File: src/hdl/asr_pkg.sv
// Operation
// - All strobes low starts write; any ends
// - Data held stable around ending edge
// - Write cycle covers turn-off plus setup
// - Deselect chip before entering data retention
// - Address valid by select falling edge
// - Write strobe high throughout read cycle
package asr_pkg;

   // ****************************************
   // Geometry
   // ****************************************
   localparam int ADDR_W = 15;
   localparam int DATA_W = 16;
   localparam int LANE_W = 8;

   // ****************************************
   // Timing at 200 MHz, 5 ns period
   // ****************************************
   localparam int CLK_PERIOD_PS = 5000;
   localparam int READ_CYCLE_TIME_PS = 10000;
   localparam int ACCESS_TIME_PS = 10000;
   localparam int WE_PULSE_PS = 7000;
   localparam int DATA_SETUP_TO_WRITE_END_PS = 5000;
   localparam int WE_LOW_TO_HIGHZ_PS = 5000;
   localparam int OE_HIGH_TO_HIGHZ_PS = 5000;
   localparam int DESELECT_TO_RETENTION_DELAY_PS = 0;
   // Least times round up to whole cycles; read adds one more cycle, and only retention is held to at least one
   localparam int RD_CYC =
      (ACCESS_TIME_PS + CLK_PERIOD_PS - 1) / CLK_PERIOD_PS + 1;
   localparam int WR_CYC_RAW =
      (WE_LOW_TO_HIGHZ_PS + DATA_SETUP_TO_WRITE_END_PS
       + CLK_PERIOD_PS - 1) / CLK_PERIOD_PS;
   localparam int WE_CYC_RAW =
      (WE_PULSE_PS + CLK_PERIOD_PS - 1) / CLK_PERIOD_PS;
   localparam int WR_CYC = (WR_CYC_RAW > WE_CYC_RAW) ?
      WR_CYC_RAW : WE_CYC_RAW;
   localparam int TURN_CYC =
      (OE_HIGH_TO_HIGHZ_PS + CLK_PERIOD_PS - 1) / CLK_PERIOD_PS;
   localparam int RET_CYC_RAW =
      (DESELECT_TO_RETENTION_DELAY_PS + CLK_PERIOD_PS - 1)
      / CLK_PERIOD_PS;
   localparam int RET_CYC = (RET_CYC_RAW < 1) ? 1 : RET_CYC_RAW;
   localparam int CNT_W = 4;

   typedef enum logic [2:0] {
      ST_IDLE,
      ST_READ,
      ST_WRITE,
      ST_WEND,
      ST_TURN,
      ST_RET
   } asr_state_e;

endpackage : asr_pkg

File: src/hdl/asr_host.sv
`timescale 1ns/1ps
// ****************************************
// Host controller for async 32K x 16 memory
// ****************************************
module asr_host
   import asr_pkg::*;
(
   input  wire logic              clk,
   input  wire logic              resetn,
   input  wire logic              ce,
   input  wire logic              req_valid,
   output logic                   req_ready,
   input  wire logic              req_write,
   input  wire logic [ADDR_W-1:0] req_addr,
   input  wire logic [DATA_W-1:0] req_wdata,
   input  wire logic [1:0]        req_lane,
   output logic                   rsp_valid,
   output logic [DATA_W-1:0]      rsp_rdata,
   input  wire logic              ret_req,
   output logic                   ret_ready,
   output logic [ADDR_W-1:0]      mem_addr,
   output logic                   mem_cs_n,
   output logic                   mem_we_n,
   output logic                   mem_oe_n,
   output logic                   low_lane_enable_n,
   output logic                   high_lane_enable_n,
   input  wire logic [DATA_W-1:0] mem_dq_i,
   output logic [DATA_W-1:0]      mem_dq_o,
   output logic                   mem_dq_oe
);

   // ****************************************
   // Cycle plan
   // ****************************************
   // Read, counted from the edge that takes the request:
   //   edge 0  select, output drive and lanes fall, address set
   //   edge 3  word sampled, select and output drive rise
   //   edge 4  turnaround over, idle and ready again
   // Write, counted the same way:
   //   edge 0  select, strobe and lanes fall, data driven
   //   edge 2  strobe rises and ends the write, data still held
   //   edge 3  select rises, data bus released, answer pulsed
   // Every figure comes from the package counts, so a slower part
   // needs new times there only; the walk itself stays the same.
   // A low clock enable stretches each step by the cycles it is
   // low, so memory timing is only ever lengthened, never cut.
   // Limitation: a back-to-back read gives up one cycle to the
   // turnaround, traded for never fighting the memory's drivers.

   // ****************************************
   // State record
   // ****************************************

   typedef struct packed {
      asr_state_e        st;
      logic [CNT_W-1:0]  cnt;
      logic [ADDR_W-1:0] addr;
      logic [DATA_W-1:0] wdata;
      logic [1:0]        lane;
      logic              cs_n;
      logic              we_n;
      logic              oe_n;
      logic              dq_oe;
      logic              rsp_v;
      logic [DATA_W-1:0] rdata;
   } asr_state_s;

   asr_state_s st_reg;
   asr_state_s st_next;
   logic       rst_n;

   // ****************************************
   // Reset release
   // ****************************************
   asr_sync u_sync (
      .clk        (clk),
      .resetn     (resetn),
      .rst_sync_n (rst_n)
   );

   // ****************************************
   // Request acceptance
   // ****************************************
   // Accept requests only when idle and not retaining
   // Retention outranks a request in the same cycle, so a host
   // lowering the supply never races a write still in flight
   assign req_ready = ce && (st_reg.st == ST_IDLE) && !ret_req;

   // ****************************************
   // Next state
   // ****************************************

   // Pins change only on clock edges, all from one record, so
   // select, strobe, lanes and address never skew between them
   // Next-state logic for the whole controller
   always_comb begin
      st_next = st_reg;
      st_next.rsp_v = 1'b0;
      case (st_reg.st)
         ST_IDLE: begin
            st_next.cs_n  = 1'b1;
            st_next.we_n  = 1'b1;
            st_next.oe_n  = 1'b1;
            st_next.dq_oe = 1'b0;
            if (ret_req) begin
               // Deselect first, then grant retention
               st_next.st  = ST_RET;
               st_next.cnt = CNT_W'(RET_CYC);
            end else if (req_valid) begin
               // Address set with select, never after
               st_next.addr  = req_addr;
               st_next.wdata = req_wdata;
               st_next.lane  = req_lane;
               st_next.cs_n  = 1'b0;
               if (req_write) begin
                  // Strobe, select, lane fall together
                  st_next.st    = ST_WRITE;
                  st_next.we_n  = 1'b0;
                  st_next.dq_oe = 1'b1;
                  st_next.cnt   = CNT_W'(WR_CYC);
               end else begin
                  // Bus already released before output drive
                  st_next.st   = ST_READ;
                  st_next.oe_n = 1'b0;
                  st_next.cnt  = CNT_W'(RD_CYC);
               end
            end
         end
         ST_READ: begin
            // Strobe stays high for the whole read
            // Word is taken on the last count, well past the access
            // time, so address and select settle before sampling
            st_next.cnt = st_reg.cnt - 1'b1;
            if (st_reg.cnt == CNT_W'(1)) begin
               st_next.rdata = mem_dq_i;
               st_next.rsp_v = 1'b1;
               st_next.cs_n  = 1'b1;
               st_next.oe_n  = 1'b1;
               st_next.st    = ST_TURN;
               st_next.cnt   = CNT_W'(TURN_CYC);
            end
         end
         ST_WRITE: begin
            // Cycle covers turn-off plus setup
            st_next.cnt = st_reg.cnt - 1'b1;
            if (st_reg.cnt == CNT_W'(1)) begin
               // Strobe rise ends the write, data held
               st_next.we_n = 1'b1;
               st_next.st   = ST_WEND;
            end
         end
         ST_WEND: begin
            // Deselect and release data one cycle later
            // The extra cycle is the data hold after the strobe rise;
            // ending on the strobe keeps select and strobe apart
            st_next.cs_n  = 1'b1;
            st_next.dq_oe = 1'b0;
            st_next.rsp_v = 1'b1;
            st_next.st    = ST_IDLE;
         end
         ST_TURN: begin
            // Let the memory float the bus before reuse
            // Without it a following write could meet read drivers
            st_next.cnt = st_reg.cnt - 1'b1;
            if (st_reg.cnt <= CNT_W'(1)) begin
               st_next.st = ST_IDLE;
            end
         end
         ST_RET: begin
            // Held deselected until retention request drops
            // Select is forced high here so no stale record value
            // can reselect the part while its supply is lowered
            st_next.cs_n = 1'b1;
            if (st_reg.cnt != CNT_W'(0)) begin
               st_next.cnt = st_reg.cnt - 1'b1;
            end else if (!ret_req) begin
               st_next.st = ST_IDLE;
            end
         end
         default: begin
            // Unused codes fall back to idle; pins keep their values until idle releases them
            st_next.st = ST_IDLE;
         end
      endcase
   end

   // ****************************************
   // State register
   // ****************************************

   // State register with clock enable
   // Reset leaves every strobe high so the memory stays deselected
   always_ff @(posedge clk or negedge rst_n) begin
      if (!rst_n) begin
         st_reg       <= '0;
         st_reg.st    <= ST_IDLE;
         st_reg.cs_n  <= 1'b1;
         st_reg.we_n  <= 1'b1;
         st_reg.oe_n  <= 1'b1;
         st_reg.lane  <= 2'h3;
      end else if (ce) begin
         st_reg <= st_next;
      end
   end

   // ****************************************
   // Pin outputs, all from flip-flops
   // ****************************************
   assign mem_addr           = st_reg.addr;
   assign mem_cs_n           = st_reg.cs_n;
   assign mem_we_n           = st_reg.we_n;
   assign mem_oe_n           = st_reg.oe_n;
   // Lanes low only inside an access
   assign low_lane_enable_n  = st_reg.cs_n | st_reg.lane[0];
   assign high_lane_enable_n = st_reg.cs_n | st_reg.lane[1];
   assign mem_dq_o           = st_reg.wdata;
   assign mem_dq_oe          = st_reg.dq_oe;
   assign rsp_valid          = st_reg.rsp_v;
   assign rsp_rdata          = st_reg.rdata;
   assign ret_ready          = (st_reg.st == ST_RET) &&
                               (st_reg.cnt == CNT_W'(0));

endmodule : asr_host

File: src/hdl/asr_sync.sv
`timescale 1ns/1ps
// ****************************************
// Reset release synchroniser
// ****************************************
module asr_sync (
   input  wire logic clk,
   input  wire logic resetn,
   output logic      rst_sync_n
);
   logic [1:0] sync_reg;

   // Assert at once, release after two edges
   always_ff @(posedge clk or negedge resetn) begin
      if (!resetn) begin
         sync_reg <= 2'h0;
      end else begin
         sync_reg <= {sync_reg[0], 1'b1};
      end
   end

   assign rst_sync_n = sync_reg[1];
endmodule : asr_sync

File: config.mk
export PLATFORM = sky130hd
export DESIGN_NAME = asr_host
export DESIGN_NICKNAME = d
export VERILOG_FILES = /design/src/hdl/asr_pkg.sv /design/src/hdl/asr_host.sv /design/src/hdl/asr_sync.sv
export SDC_FILE = /design/constraint.sdc
export NUM_CORES = 1
export LEC_CHECK = 0
export ABC_AREA = 1
export BUFFER_PORTS_ARGS = -buffer_cell sky130_fd_sc_hd__buf_4
export CAP_MARGIN = 20
export CORE_AREA = 2 2 104 106
export CTS_BUF_LIST = sky130_fd_sc_hd__clkbuf_4
export DETAILED_ROUTE_END_ITERATION = 7
export DIE_AREA = 0 0 106 108
export HOLD_SLACK_MARGIN = 0.12
export SETUP_SLACK_MARGIN = 0.05
export SLEW_MARGIN = 15
export SYNTH_ARGS = -nofsm -noshare
export SYNTH_HDL_FRONTEND = slang
export SYNTH_SLANG_ARGS = --single-unit
File: constraint.sdc
create_clock -name clk -period 2.44 [get_ports clk]
set_input_delay 0.732 -clock clk [delete_from_list [all_inputs] [get_ports clk]]
set_output_delay 0.732 -clock clk [all_outputs]
set_load 0.05 [all_outputs]
# [Word level (Yosys, flattened, before mapping)]
# Cells that the tools add are included.
[classes] eq_ne=13 muxes=21 n_reduce_logical=22 bitwise=3 magnitude_cmp=1 n_addsub=1
[op_table] operator="2-to-1 mux 44 bit" count=1
[op_table] operator="2-to-1 mux 17 bit" count=1
[op_table] operator="one-hot mux 4 bit (4 select lines)" count=1
[op_table] operator="one-hot mux 3 bit (5 select lines)" count=1
[op_table] operator="2-to-1 mux 7 bit" count=2
[op_table] operator="2-to-1 mux 3 bit" count=4
[op_table] operator="inequality test 2 bit, second input constant" count=6
[op_table] operator="AND reduction 3 bit" count=4
[op_table] operator="2-to-1 mux 4 bit" count=2
[op_table] operator="one-hot mux 1 bit (2 select lines)" count=4
[op_table] operator="AND reduction 4 bit" count=2
[op_table] operator="nonzero test 4 bit" count=2
[op_table] operator="AND reduction 7 bit" count=1
[op_table] operator="equality test 3 x 2 -> 1 bit, second input constant" count=2
[op_table] operator="equality test 3 bit, second input constant" count=2
[op_table] operator="2-to-1 mux 6 bit" count=1
[op_table] operator="nonzero test 2 bit" count=3
[op_table] operator="equality test 4 x 1 -> 1 bit, second input constant" count=1
[op_table] operator="less-or-equal comparator 4 x 1 -> 1 bit, second input constant" count=1
[op_table] operator="logical NOT 4 bit" count=1
[op_table] operator="OR reduction 2 bit" count=2
[op_table] operator="subtractor 4 x 1 -> 4 bit, second input constant" count=1
[op_table] operator="equality test 3 x 1 -> 1 bit, second input constant" count=1
[op_table] operator="logical AND 1 bit" count=3
[op_table] operator="9 further kinds" count=12
[totals] output_inout_bits=56 elab_cells=73 ff_bits=63

# [Logic depth before layout (Yosys ltp)]
# Gate-level depths: netlist of run 1.
[logic_depth] word_depth=4 ltp_mapped=11 ltp_nobuf=11

# [Hierarchy]
# From an unflattened synthesis of run 1, not the netlist that was laid out.
[unflattened] cells_unflattened=392 area_unflattened_um2=3250.6
[by_module_without_submodules] mod="asr_host" seq_area_each_um2=1532.7 cells_per_inst=389 area_each_um2=3196.8 n_inst=1
[by_module_without_submodules] mod="asr_sync" seq_area_each_um2=50.0 cells_per_inst=3 area_each_um2=53.8 n_inst=1

# [Least setup slack after synthesis of run 1]
# Ideal clock, no wire load.
[synth_path] path_kind="input -> output" startpoint="input ce" endpoint="output req_ready" slack_ns=-0.139 t_required_ns=1.708 stages=4 arrival_time_ns=1.847 cell_sequence="buf_4 > nand3_4 > clkbuf_1 > nor2_1"
[synth_via] elab_chain_cells=2
[synth_rtl] item="start: declaration" line="asr_host.sv:10" source="input wire logic ce,"
[synth_rtl] item="logical AND 1 bit (2 in series)" line="asr_host.sv:87" source="assign req_ready = ce && (st_reg.st == ST_IDLE) && !ret_req;"
[synth_rtl] item="end: declaration" line="asr_host.sv:12" source="output logic req_ready,"
# Every way passes these cells.

# [Final worst setup path of run 1]
[layout_path] startpoint="register st_reg[58] (netlist bit)" endpoint="output req_ready"
[layout_via] elab_chain_cells=3
[layout_rtl] item="start: declaration" line="asr_host.sv:68" source="asr_state_s st_reg;"
[layout_rtl] item="start signal: assignment" line="asr_host.sv:202" source="st_reg <= st_next;"
[layout_rtl] item="logical NOT 3 bit" line="asr_host.sv:87"
[layout_rtl] item="logical AND 1 bit (2 in series)" line="asr_host.sv:87"
# Every way passes these cells.

==> results of run 1 <==
[worst max-delay path, delay by kind of cell (launching register included)]
| kind | cells | cell delay, ps |
|---|---|---|
| flops | 1 | 490 |
| simple gates | 3 | 460 |
| buf+inv | 1 | 200 |
[placed cells by master (no fill, tap or decap), drive strengths merged, types with 2 or more instances in the layout]
cell type,n
a21oi,3
buf,121
bufinv,2
clkbuf,9
clkinv,2
clkinvlp,2
dfrtp,58
dfstp,5
ha,3
inv,41
nand2,129
nand3,20
nand4,3
nor2,16
o21ai,51
[cells in the mapped netlist (3+ instances only)]
cell / n / area share
nand4_1: 3 / 0.0057
o21ai_0: 35 / 0.053
nor2_4: 3 / 0.010
inv_2: 3 / 0.0034
dfstp_2: 5 / 0.040
nor2_2: 3 / 0.0057
nand2_1: 125 / 0.14
o21ai_1: 3 / 0.0045
a21oi_1: 3 / 0.0045
nand2_2: 3 / 0.0057
nor2_1: 10 / 0.011
clkbuf_1: 6 / 0.0068
nand3_1: 18 / 0.027
dfrtp_1: 58 / 0.44
ha_1: 3 / 0.011
o21ai_2: 13 / 0.034
buf_4: 53 / 0.12
inv_1: 36 / 0.041
[through the flow]
stage,utilization,setup WS [ps],cell area [µm²]
global route,0.408,52.6,4170
CTS,0.401,52.4,4100
detailed placement,0.384,339,3930
floorplan,-,82.7,3320
finish,0.408,150,4170
global placement,0.384,348,3930
[routing by layer]
| layer | GRT usage | up-vias |
|---|---|---|
| met5 | 0 | - |
| met4 | 0.0536 | 0 |
| li1 | - | 1340 |
| met2 | 0.217 | 83 |
| met1 | 0.163 | 1226 |
| met3 | 0.0325 | 8 |
[timing repair]
item | 4_1_cts | 5_1_grt
hold endpoints to repair | 2 | 0
hold buffers | 1 | 0
cloned | 0 | 0
resized for setup | 2 | 6
endpoints found under the setup margin | 1 | 2
buffers inserted | 0 | 7
[cell families after synthesis]
group	Yosys count	share of synthesized area
AOI/OAI and AO/OA	58	0.105
buffers and inverters	101	0.180
adders and majority gates	3	0.0113
and+or+nand+nor	169	0.223
xor gates and xnor gates	1	0.00264
other	1	0.00113
DFF	63	0.477
[layout make-up]
class,instances,area share
Clock inverter,7,0.0231
Sequential cell,63,0.380
Timing Repair Buffer,122,0.227
Tap cell,136,0.0408
Clock buffer,9,0.0162
Inverter,40,0.0366
Multi-Input combinational cell,232,0.276
[how the worst max path moves through the flow]
stage	end	cells after the start
final	req_ready	4
after global routing	ret_ready	6
after CTS	ret_ready	6
after detailed placement	req_ready	4
after global placement	req_ready	4
after floorplan	req_ready	4
[report_power, final]
part | internal (mW) | switching, mW
logic | 1.04 | 2.39
clock network | 0.417 | 0.409
registers | 1.52 | 0.288
total | 2.98 | 3.09
==> out/qor.txt, run 1 <==
Reg2reg end = mem_oe_n$_DFFE_PN1P_
CTS root buffer = clkbuf_4
H-tree levels = 3
RSZ-0062 raised after global routing = no
Slowest Stage Delay on Critical Path = 490 ps
Port Buffers = 110
Starting Density = 0.324
Fill cell count = 1044
Tcrit/Tclk final = 0.938
Routed Antenna Nets = 0
Wire per inst = 12.1 µm
Vias = 2657
Vias per cell = 4.36
Status = finished clean
Asr flop ratio synth = 1.00
Register area = 0.00159 mm²
Pin count of the biggest net entering global routing = 35
Die Ht = 108 µm
Tot Pwr = 6.07 mW
Ys Warns = 0
Multi-input logic area = 0.00115 mm²
Top FF cell, synth = dfrtp_1
Fin nets = 526
Layout cells sized above 1 = 0.378
Seq cells post-synth = 63
P_leak = 2.23 nW
Crit end category = output port
Aggregate global-route resource usage = 0.131
Clock Sink Count = 63
Critical Path Source = st_reg[58]$_DFFE_PN0P_
Reg clk slew, reported paths = 130 ps
Inst Count DP = 585
R2r worst-path depth = 7
Crit Path Category = reg -> out
Total gr overflow = 0
Metal3 WL = 403 µm
Worst path slowest cell = dfrtp_2
Final Hold Viols = 0
Row count = 37
CP Max Fanout = 12
Met2 wire length = 3.59 mm
N_diodes = 0
Hold Path Class = reg -> async
Skew-Pair Late Insertion Delay = 400 ps
CTS tree = yes
Vias in the first global route = 2550
Die X = 106 µm
Clock tree buffer depth = 2
Critical path startpoint category = flop
Syn nets = 454
M1 wire length = 3.26 mm
Cell area after synthesis = 0.00332 mm²
Slew HR = 0.541
Clock Skew = 25.5 ps
FF-to-FF Start = st_reg[56]$_DFFE_PN0P_
Core box area = 0.0102 mm²
Final setup viols = 0
Synth unique cells = 29
Total negative slack = 0 ps
DP HPWL = 5.44 mm
Total die area = 0.0114 mm²
Boundary pin count = 111
R2R Setup Slk = 640 ps
Min Tclk post-route = 2290 ps
Maxcap violations = 0
Syn_area_per_cell = 8.37 µm²
Highest routed layer = met4
Seq/Total Area, Yosys = 0.477
Cts bufs inserted = 9
TritonRoute pass-1 iters = 4
First-pass GRT wire length = 12.0 mm
Antenna violations before repair = 0
Post-synth EDFFs = 0
Slew Limit Fails = 0
Remaining design rule violation count = 0
Routed WL = 7.36 mm
Maximum vdd ir drop = 0.683 mV
Max Fclk = 437 MHz
Fin cells = 609
PwrDens = 1450 mW/mm²
CP Cell Sequence = nor2_4 > nand3_4 > nor2_2 > buf_4
Worst Path Required = 1710 ps
Fin Hold WS = 323 ps
Area grow syn2layout = 25.9%
Slew @ Worst Pin = 689 ps
Placer Congestion = 0.884
Crit path DAT = 1560 ps
Synth Instances = 396
Detailed Route Iter0 Violations = 147
No activity file was read; power rests on OpenSTA's default activity.
==> inputs of run 2 (changes only) <==
==> constraint.sdc (replaced) <==
create_clock -name clk -period 2.44 [get_ports clk]
set_input_delay 0.122 -clock clk [delete_from_list [all_inputs] [get_ports clk]]
set_output_delay 0.122 -clock clk [all_outputs]
set_load 0.05 [all_outputs]
==> out/qor.txt, run 2 (synthesis gave the netlist of run 1 again) <==
Multi-input logic area = 0.00114 mm²
Min Tclk post-route = 1810 ps
Clock Sink Count = 63
Fin nets = 573
TritonRoute pass-1 iters = 5
FF-to-FF Start = st_reg[59]$_DFFE_PN0P_
Tot Pwr = 5.86 mW
H-tree levels = 3
R2R Setup Slk = 720 ps
Skew-Pair Late Insertion Delay = 420 ps
Resized cells post-CTS = 0
Antenna violations before repair = 0
Detailed Route Iter0 Violations = 201
Final Hold Viols = 0
Critical Path Source = st_reg[54]$_DFFE_PN0P_
DP HPWL = 5.52 mm
RSZ-0062 raised after global routing = no
Layout cells sized above 1 = 0.319
Crit end category = output port
Routed WL = 8.14 mm
Cts bufs inserted = 9
Routed Antenna Nets = 0
Maximum vdd ir drop = 0.583 mV
Crit path DAT = 1690 ps
Vias in the first global route = 2841
Reg clk slew, reported paths = 100 ps
Clock tree buffer depth = 2
Most frequent cells in the layout = nand2_1 (125), buf_4 (113), dfrtp_1 (57)
Worst Path Required = 2320 ps
Wire per inst = 12.4 µm
Total gr overflow = 0
P_leak = 2.41 nW
CTS root buffer = clkbuf_4
First-pass GRT wire length = 13.2 mm
Max Fclk = 552 MHz
Total negative slack = 0 ps
Hold Path Class = in -> reg
Clock Skew = 15.4 ps
Vias = 2869
Final setup viols = 0
Tcrit/Tclk final = 0.743
Port Buffers = 110
Fill cell count = 990
Die X = 106 µm
CTS tree = yes
Row count = 37
Slew @ Worst Pin = 672 ps
Status = finished clean
Crit Path Category = reg -> out
Commonest non-fill, non-tap cell in the layout = nand2_1
N_diodes = 0
Core box area = 0.0102 mm²
Starting Density = 0.324
Area grow syn2layout = 38.1%
Maxcap violations = 0
PwrDens = 1280 mW/mm²
Vias per cell = 4.37
Remaining design rule violation count = 0
Placer Congestion = 0.906
Die Ht = 108 µm
R2r worst-path depth = 6
Critical path endpoint = ret_ready
Pin count of the biggest net entering global routing = 37
Aggregate global-route resource usage = 0.146
Post-CTS Setup Bufs = 0
Register area = 0.00158 mm²
Reg2reg end = mem_oe_n$_DFFE_PN1P_
Slew HR = 0.552
Total die area = 0.0114 mm²
Boundary pin count = 111
Critical path startpoint category = flop
CP Max Fanout = 5
Slew Limit Fails = 0
-- run 2: changes by cell type in the layout (fill, tap and decap cells not counted), sizes merged --
cell         before  now
clkinv            2    5
clkinvlp          2    1
bufinv            2    0
dlygate4sd3       1   55
buf             121  114
-- run 2: through the flow --
step	setup slack, ps	hold slack (ps)	std cells	util	cell area [µm²]
floorplan	565	-174	396	-	3320
global placement	781	-94.9	585	0.382	3910
detailed placement	750	-91.3	585	0.382	3910
CTS	587	225	656	0.448	4580
global route	474	323	656	0.448	4580
finish	627	262	656	0.448	4580
-- run 2: power breakdown --
group / switching [mW] / internal, mW
logic: 2.40 / 1.03
clock network: 0.410 / 0.210
registers: 0.297 / 1.52
total: 3.10 / 2.76
-- run 2: area by class of cell --
type,instances,area share
Sequential cell,63,0.346
Timing Repair Buffer,169,0.310
Multi-Input combinational cell,232,0.248
Tap cell,136,0.0372
Inverter,40,0.0333
Clock buffer,9,0.0148
Clock inverter,7,0.0107
-- run 2: worst max-delay path: stages (launching register included) --
cell	delay [ps]
dfrtp_1	420
inv_1	160
ha_1	200
inv_1	50
nor2_1	110
nand2_1	90
inv_1	70
buf_4	190
-- run 2: worst min-delay path by stage --
stage | from | end | slack (ps) | cells past startpoint
6_report | req_valid | st_reg[54]$_DFFE_PN0P_ | 260 | 7
4_1_cts | req_valid | st_reg[54]$_DFFE_PN0P_ | 230 | 7
3_5_place_dp | resetn | u_sync.sync_reg[0]$_DFF_PN0_ | -90 | 1
3_3_place_gp | resetn | u_sync.sync_reg[0]$_DFF_PN0_ | -90 | 1
5_1_grt | req_valid | st_reg[54]$_DFFE_PN0P_ | 320 | 7
2_1_floorplan | resetn | u_sync.sync_reg[0]$_DFF_PN0_ | -170 | 0
-- run 2: repair_timing --
action                     CTS  global route
hold endpoints to repair    57             0
setup endpoints to repair    0             0
hold buffers                55             0
-- run 2: metal layers --
| metal | vias to the layer above | global-route usage | routed length [µm] |
|---|---|---|---|
| li1 | 1430 | - | - |
| met1 | 1334 | 0.177 | 3530 |
| met2 | 90 | 0.246 | 3980 |
| met3 | 15 | 0.0380 | 417 |
| met4 | 0 | 0.0639 | 206 |
| met5 | - | 0 | 0 |
